--- config.mk ---
export PLATFORM = sky130hd
export DESIGN_NAME = stc_tx
export DESIGN_NICKNAME = d
export VERILOG_FILES = /design/src/rtl/stc_pkg.sv /design/src/rtl/stc_baud.sv /design/src/rtl/stc_tx.sv
export SDC_FILE = /design/constraint.sdc
export NUM_CORES = 1
export LEC_CHECK = 0
export BUFFER_PORTS_ARGS = -buffer_cell sky130_fd_sc_hd__buf_2
export CAP_MARGIN = 10
export CORE_AREA = 5 5 125 127
export DETAILED_ROUTE_END_ITERATION = 10
export DIE_AREA = 0 0 130 132
export HOLD_SLACK_MARGIN = 0.1
export PLACE_DENSITY = 0.52
export SYNTH_ARGS = -nofsm -noshare
export SYNTH_HDL_FRONTEND = slang
export SYNTH_SLANG_ARGS = --single-unit
--- constraint.sdc ---
create_clock -name clk -period 4.52 [get_ports clk]
set_clock_uncertainty 0.05 [all_clocks]
set_input_delay 0 -clock clk [delete_from_list [all_inputs] [get_ports clk]]
set_output_delay 0 -clock clk [all_outputs]
set_load 0.05 [all_outputs]
--- src/rtl/stc_pkg.sv ---
// Purpose: Shared constants and types for the serial transmit control block
// Assumes: APB slave with 32-bit data, one clock at 250 MHz
// Notes: Offsets are byte addresses
package stc_pkg;
  localparam logic [11:0] STC_CTRL_OFS = 12'h000;
  localparam logic [11:0] STC_DATA_OFS = 12'h004;
  localparam logic [11:0] STC_STAT_OFS = 12'h008;
  localparam logic [11:0] STC_IRQ_OFS = 12'h00c;
  localparam logic [11:0] STC_MASK_OFS = 12'h010;
  localparam logic [11:0] STC_DIV_OFS = 12'h014;
  // Control field positions
  localparam int STC_LINK_SYNC_BIT = 4;
  localparam int STC_BREAK_BIT = 3;
  localparam int STC_FAST_BIT = 2;
  localparam int STC_EMPTY_BIT = 1;
  localparam int STC_NINTH_BIT = 0;
  localparam int STC_NINE_EN_BIT = 6;
  localparam int STC_TX_EN_BIT = 5;
  // Interrupt status bits
  localparam int STC_IRQ_DONE_BIT = 0;
  localparam int STC_IRQ_BREAK_BIT = 1;
  localparam logic [7:0] STC_CTRL_RST = 8'h02;
  localparam logic [15:0] STC_DIV_RST = 16'h0019;
  // Low speed multiplies the divisor by a further factor
  localparam int STC_SLOW_FACTOR = 4;
  localparam int STC_FAST_FACTOR = 1;
  localparam int STC_BREAK_BITS = 13;
  localparam int STC_CHAR_BITS = 11;
  typedef enum logic [1:0] {
    STC_IDLE = 2'b00,
    STC_LOAD = 2'b01,
    STC_SHIFT = 2'b10
  } stc_state_t;
  typedef struct packed {
    logic sync_mode;
    logic fast_rate;
    logic nine_bit;
  } stc_cfg_t;
endpackage : stc_pkg

--- src/rtl/stc_baud.sv ---
// Purpose: Bit-rate enable generator for the transmit shifter
// Assumes: Divisor and fast select stable while shifter is running
// Notes: Emits one-cycle tick pulses
`timescale 1ns/1ps
`default_nettype none
module stc_baud
  import stc_pkg::*;
#(
  parameter int DIV_W = 16
) (
  input wire logic clk,
  input wire logic rstn,
  input wire logic run,
  input wire stc_cfg_t cfg,
  input wire logic [DIV_W-1:0] divisor,
  output logic tick
);
  initial begin
    if (DIV_W < 2) $error("stc_baud: DIV_W too small");
  end
  logic [DIV_W+1:0] cnt_r, cnt_nxt, limit;
  logic tick_nxt;
  always_comb begin
    // Sync mode ignores the rate select
    if (cfg.sync_mode || cfg.fast_rate)
      limit = {2'b00, divisor} * (DIV_W+2)'(STC_FAST_FACTOR);
    else
      limit = {2'b00, divisor} * (DIV_W+2)'(STC_SLOW_FACTOR);
    cnt_nxt = cnt_r;
    tick_nxt = 1'b0;
    if (!run) begin
      cnt_nxt = '0;
    end else if (cnt_r >= limit) begin
      cnt_nxt = '0;
      tick_nxt = 1'b1;
    end else begin
      cnt_nxt = cnt_r + (DIV_W+2)'(1);
    end
  end
  always_ff @(posedge clk or negedge rstn) begin
    if (!rstn) begin
      cnt_r <= '0;
      tick <= 1'b0;
    end else begin
      cnt_r <= cnt_nxt;
      tick <= tick_nxt;
    end
  end
endmodule : stc_baud
`default_nettype wire

--- src/rtl/stc_tx.sv ---
// Purpose: Transmit control, status and shifter of a serial transceiver
// Assumes: APB slave, one clock, synchronous pin inputs
// Notes: Notes on behaviour follow
`timescale 1ns/1ps
`default_nettype none
module stc_tx
  import stc_pkg::*;
#(
  parameter int DIV_W = 16
) (
  input wire logic clk,
  input wire logic rstn,
  input wire logic psel,
  input wire logic penable,
  input wire logic pwrite,
  input wire logic [11:0] paddr,
  input wire logic [31:0] pwdata,
  output logic [31:0] prdata,
  output logic pready,
  output logic pslverr,
  output logic tx_out,
  output logic sclk_out,
  output logic irq
);
  initial begin
    if (DIV_W < 2 || DIV_W > 16) $error("stc_tx: DIV_W out of range");
  end

  logic [7:0] ctrl_r, ctrl_nxt;
  logic [7:0] data_r, data_nxt;
  logic [DIV_W-1:0] div_r, div_nxt;
  logic [1:0] stat_r, stat_nxt;
  logic [1:0] mask_r, mask_nxt;
  logic [31:0] prdata_nxt;
  logic pready_nxt, pslverr_nxt, irq_nxt;
  stc_state_t st_r, st_nxt;
  logic [13:0] shift_r, shift_nxt;
  logic [3:0] left_r, left_nxt;
  logic brk_r, brk_nxt;
  logic tx_nxt, sclk_nxt, empty;
  logic tick, run;
  stc_cfg_t cfg;

  function automatic logic hit(input logic [11:0] a, input logic [11:0] ofs);
    hit = (a == ofs);
  endfunction : hit

  // Setup cycle answers are never given; pready rises in the access phase
  logic acc, wr, rd;
  assign acc = psel && penable && !pready;
  assign wr = acc && pwrite;
  assign rd = acc && !pwrite;

  assign cfg.sync_mode = ctrl_r[STC_LINK_SYNC_BIT];
  assign cfg.fast_rate = ctrl_r[STC_FAST_BIT];
  assign cfg.nine_bit = ctrl_r[STC_NINE_EN_BIT];
  assign empty = (st_r == STC_IDLE);
  assign run = (st_r == STC_SHIFT);

  stc_baud #(
    .DIV_W(DIV_W)
  ) u_baud (
    .clk(clk),
    .rstn(rstn),
    .run(run),
    .cfg(cfg),
    .divisor(div_r),
    .tick(tick)
  );

  // Shifter and events
  logic done_ev, brk_ev, start;
  logic data_pend_r, data_pend_nxt;
  always_comb begin
    st_nxt = st_r;
    shift_nxt = shift_r;
    left_nxt = left_r;
    brk_nxt = brk_r;
    done_ev = 1'b0;
    brk_ev = 1'b0;
    start = 1'b0;
    case (st_r)
      STC_IDLE: begin
        if (data_pend_r && ctrl_r[STC_TX_EN_BIT]) begin
          st_nxt = STC_LOAD;
          start = 1'b1;
        end
      end
      STC_LOAD: begin
        // Break only in asynchronous mode
        brk_nxt = ctrl_r[STC_BREAK_BIT] && !cfg.sync_mode;
        if (ctrl_r[STC_BREAK_BIT] && !cfg.sync_mode) begin
          shift_nxt = {1'b1, 13'h0000};
          left_nxt = 4'(STC_BREAK_BITS + 1);
        end else if (cfg.sync_mode) begin
          // no start or stop framing in synchronous mode
          shift_nxt = {5'h1f, ctrl_r[STC_NINTH_BIT], data_r};
          left_nxt = cfg.nine_bit ? 4'd9 : 4'd8;
        end else begin
          // ninth bit follows the eight data bits
          shift_nxt = cfg.nine_bit ? {4'hf, ctrl_r[STC_NINTH_BIT], data_r, 1'b0}
                                   : {4'hf, 1'b1, data_r, 1'b0};
          left_nxt = cfg.nine_bit ? 4'(STC_CHAR_BITS) : 4'(STC_CHAR_BITS - 1);
        end
        st_nxt = STC_SHIFT;
      end
      STC_SHIFT: begin
        if (tick) begin
          shift_nxt = {1'b1, shift_r[13:1]};
          left_nxt = left_r - 4'd1;
          if (left_r == 4'd1) begin
            st_nxt = STC_IDLE;
            done_ev = 1'b1;
            brk_ev = brk_r;
            brk_nxt = 1'b0;
          end
        end
      end
      default: st_nxt = STC_IDLE;
    endcase
    tx_nxt = run ? shift_r[0] : 1'b1;
    // Sync clock goes low for one clock cycle on each bit tick; only meaningful in sync mode
    sclk_nxt = !(run && cfg.sync_mode && tick);
  end

  // Register file
  always_comb begin
    ctrl_nxt = ctrl_r;
    data_nxt = data_r;
    div_nxt = div_r;
    mask_nxt = mask_r;
    stat_nxt = stat_r;
    data_pend_nxt = data_pend_r;
    prdata_nxt = 32'h0000_0000;
    pslverr_nxt = 1'b0;
    pready_nxt = acc;
    if (start) data_pend_nxt = 1'b0;
    if (wr) begin
      if (hit(paddr, STC_CTRL_OFS)) begin
        // fields take effect on the next clock edge; empty flag read-only
        ctrl_nxt = pwdata[7:0] & ~(8'h01 << STC_EMPTY_BIT);
      end else if (hit(paddr, STC_DATA_OFS)) begin
        data_nxt = pwdata[7:0];
        data_pend_nxt = 1'b1;
      end else if (hit(paddr, STC_IRQ_OFS)) begin
        stat_nxt = stat_r & ~pwdata[1:0];
      end else if (hit(paddr, STC_MASK_OFS)) begin
        mask_nxt = pwdata[1:0];
      end else if (hit(paddr, STC_DIV_OFS)) begin
        div_nxt = pwdata[DIV_W-1:0];
      end else if (!hit(paddr, STC_STAT_OFS)) begin
        pslverr_nxt = 1'b1;
      end
    end else if (rd) begin
      if (hit(paddr, STC_CTRL_OFS)) begin
        prdata_nxt = {24'h000000, ctrl_r | ({7'h00, empty} << STC_EMPTY_BIT)};
      end else if (hit(paddr, STC_DATA_OFS)) begin
        prdata_nxt = {24'h000000, data_r};
      end else if (hit(paddr, STC_STAT_OFS)) begin
        prdata_nxt = {29'h00000000, data_pend_r, st_r};
      end else if (hit(paddr, STC_IRQ_OFS)) begin
        prdata_nxt = {30'h00000000, stat_r};
      end else if (hit(paddr, STC_MASK_OFS)) begin
        prdata_nxt = {30'h00000000, mask_r};
      end else if (hit(paddr, STC_DIV_OFS)) begin
        prdata_nxt = {{(32-DIV_W){1'b0}}, div_r};
      end else begin
        pslverr_nxt = 1'b1;
      end
    end
    // Hardware clear of the break request at break end
    if (brk_ev) ctrl_nxt[STC_BREAK_BIT] = 1'b0;
    // Set wins over a same-cycle clear
    if (done_ev) stat_nxt[STC_IRQ_DONE_BIT] = 1'b1;
    if (brk_ev) stat_nxt[STC_IRQ_BREAK_BIT] = 1'b1;
    irq_nxt = |(stat_nxt & mask_nxt);
  end

  always_ff @(posedge clk or negedge rstn) begin
    if (!rstn) begin
      ctrl_r <= STC_CTRL_RST & ~(8'h01 << STC_EMPTY_BIT);
      data_r <= 8'h00;
      div_r <= STC_DIV_RST[DIV_W-1:0];
      stat_r <= 2'b00;
      mask_r <= 2'b00;
      data_pend_r <= 1'b0;
      prdata <= 32'h0000_0000;
      pready <= 1'b0;
      pslverr <= 1'b0;
      irq <= 1'b0;
      st_r <= STC_IDLE;
      shift_r <= 14'h3fff;
      left_r <= 4'h0;
      brk_r <= 1'b0;
      tx_out <= 1'b1;
      sclk_out <= 1'b1;
    end else begin
      ctrl_r <= ctrl_nxt;
      data_r <= data_nxt;
      div_r <= div_nxt;
      stat_r <= stat_nxt;
      mask_r <= mask_nxt;
      data_pend_r <= data_pend_nxt;
      prdata <= prdata_nxt;
      pready <= pready_nxt;
      pslverr <= pslverr_nxt;
      irq <= irq_nxt;
      st_r <= st_nxt;
      shift_r <= shift_nxt;
      left_r <= left_nxt;
      brk_r <= brk_nxt;
      tx_out <= tx_nxt;
      sclk_out <= sclk_nxt;
    end
  end
endmodule : stc_tx
`default_nettype wire

==> metrics.cfg <==
[worst_setup_path]
slowest_stage = dfrtp_1
crit_path_end_kind = flip-flop
crit_cells = 8
cpLargestDelayFamily = simple AND/OR/NAND/NOR gates
worst-path-buf-inv = 1
crit_type = reg -> reg
startpoint_type = flip-flop
crit_arrival_ns = 3.44
rr_worst_depth = 8
crit_required_ns = 4.72
crit_chain = nor2_1 -> buf_4 -> mux2i_1 -> ha_1 -> and4_1 -> a221oi_1 -> nand2_1 -> nor3b_1
crit_fanout = 23
crit_path_max_incr_delay_ns = 0.63

[power_and_ir_drop]
power.density_mw_per_mm2 = 292
pwr-share-clk_pct = 44.0
leakage_nw = 2.80
p_comb_share_pct = 5.8
ir_drop_mv = 0.147
p_switching_uw = 434
swShare_pct = 25.3
p_seq_share_pct = 50.2
intPower_mw = 1.28
report.power.total_mw = 1.71

[clocking]
htreeDepth = 3
post_cts_buffers = 0
cts_inserted_buffers = 9
clock-root-buffer = clkbuf_16
cts.sinks = 96
clk_latency_ns = 0.34
cts_tree = done
hold_buffers = 24
cts.clk_slew.worst_paths_ns = 0.08
clock_path_buffers = 2
cts_resized = 0

[sta]
finalSetupViolations = 0
tightest_slew_ns = 0.874
hold_violations = 0
post-route-period-util_pct = 71.7
tns_ns = 0
grt_setup_unrepaired = no
fmax_ghz = 0.309
timing.final.ws_setup_ns = 1.28
layout_min_cycle_time_ns = 3.24
hold-worst-slack_ns = 0.122
slew_headroom_pct = 41.5
slew_viol_final = 0

[synth]
yosysSeqAreaShare_pct = 49.3
ys_warn_count = 0
syn_area_mm2 = 0.00492
syn_avg_cell_area_um2 = 10.6
syn_inst = 464
ys_seq_elements = 96
ys_types = 50

[floorplan]
die-area_mm2 = 0.0172
pin_count = 86
rows = 44
die_w_um = 130
die_y_um = 132
start_util_pct = 34.4
core_mm2 = 0.0143

[min_path]
hp-class = in -> async

[global_routing]
grt-ovfl-total = 0
grt-busiest-layer = met2
grt_pass1_wl_um = 18700
grt_use_total_pct = 13.4
grt.met1_usage_pct = 18.1
grt_max_degree = 54
antenna_found_initial = 0
met2_usage_pct = 21.8
grt_pass1_vias = 3712
use_met3_pct = 2.35

[layout]
layout-drive-gt1-share_pct = 24.1
nNetsFinal = 608
final_common_cell = dfrtp_1
syn2layout_area_growth_pct = 19.3
antenna_cells = 0
final_cell_mix = dfrtp_1, buf_2, nand2_1
final_core_util_pct = 41.0

[run_status]
status = completed

[placed_design]
dpl_worst_slack_ns = 1.21
place_congestion = 0.764
portBuffers = 53
dp_hpwl_um = 8060

[routing]
avgRoutedWirePerCell_um = 15.5
remaining_drc_errors = 0
wirelength_um = 11300
drtIter0Drc = 211
via_per_inst = 5.09
firstDrtPassIters = 5
ant_nets = 0
dr_total_vias = 3697

[flow_run]
cap_violations = 0

## worst paths after layout
check	from	end	slack [ns]
setup / recovery	ctrl_r[4]$_DFFE_PN0P_	u_baud.cnt_r[1]$_DFF_PN0_	1.28
hold / removal	rstn	u_baud.cnt_r[14]$_DFF_PN0_	0.12
setup reg to reg	ctrl_r[4]$_DFFE_PN0P_	u_baud.cnt_r[1]$_DFF_PN0_	1.28
hold reg to reg	data_pend_r$_DFF_PN0_	data_pend_r$_DFF_PN0_	0.43
max in group asynchronous	rstn	prdata[0]$_DFF_PN0_	3.20
min in group clk	paddr[2]	stat_r[0]$_DFF_PN0_	0.15
## per-stage QoR
step / instances / area, µm²
global placement: 686 / 5320
floorplan: 479 / 4980
global route: 727 / 5870
CTS: 726 / 5860
finish: 727 / 5870
detailed placement: 686 / 5320
## sequential cells by signal (all words and copies together) (netlist names), 4 cells and up
register	cells
div_r	16
data_r	8
shift_r	13
ctrl_r	7
left_r	4
u_baud.cnt_r	18
prdata	16
## power by group through the flow
stage                     sequential (mW)  clock [mW]  combinational (mW)
after global placement              0.878           0              0.0843
after CTS                           0.861       0.775               0.101
after global routing                0.861       0.810               0.108
after floorplan                     0.881           0              0.0512
after detailed placement            0.878           0              0.0853
final                               0.861       0.754              0.0995
## cells in the mapped netlist, drive strengths merged
master / number / area share (%)
a221o: 3 / 0.61
o21ai: 24 / 2.4
mux2i: 19 / 3.9
inv: 9 / 0.69
ha: 21 / 5.3
and3: 7 / 0.89
a311oi: 1 / 0.18
dfstp: 18 / 9.6
dfrtp: 78 / 40
a21oi: 27 / 2.7
nor3: 28 / 2.9
nor4: 6 / 1.1
a21o: 3 / 0.46
mux2: 32 / 7.3
nor2: 28 / 2.1
conb: 1 / 0.076
buf: 19 / 2.7
nand4b: 2 / 0.36
nand2b: 6 / 0.76
nor3b: 6 / 0.91
or3: 3 / 0.48
o41a: 1 / 0.23
nand2: 34 / 2.6
nand4: 8 / 1.1
a2111oi: 1 / 0.18
a22oi: 3 / 0.46
o31ai: 1 / 0.15
nor2b: 3 / 0.38
o41ai: 1 / 0.18
o31a: 1 / 0.18
xor2: 12 / 2.1
and2: 8 / 1.0
a221oi: 1 / 0.18
a22o: 2 / 0.36
nand3: 17 / 1.8
a222oi: 3 / 0.61
clkbuf: 15 / 1.1
xnor2: 5 / 0.89
a21boi: 1 / 0.15
o22ai: 2 / 0.25
a211oi: 1 / 0.15
and4: 3 / 0.56
## routing by layer
layer / wire length [µm] / part of all wire [%]
met1: 5250 / 47
met4: 182 / 1.6
met2: 5420 / 48
met3: 429 / 3.8
met5: 0 / 0
## cell families after synthesis
logic type               Yosys count  share of synthesized area (%)
AND/OR/NAND/NOR                  159                           17.1
flip-flops                        96                           49.3
AO/OA/AOI/OAI                     76                           9.50
multiplexers                      51                           11.2
buffers and inverters             43                           4.55
adder cells (fa/ha/maj)           21                           5.34
XOR/XNOR                          17                           3.02
other                              1                         0.0762
## final cells by class
class / instances / area [µm²]
Inverter: 9 / 33.8
Multi-Input combinational cell: 340 / 2330
Sequential cell: 96 / 2420
Fill cell: 1394 / 8440
Clock inverter: 7 / 70.1
Timing Repair Buffer: 82 / 553
Tap cell: 184 / 230
Clock buffer: 9 / 225
No activity file was read; power rests on OpenSTA's default activity.
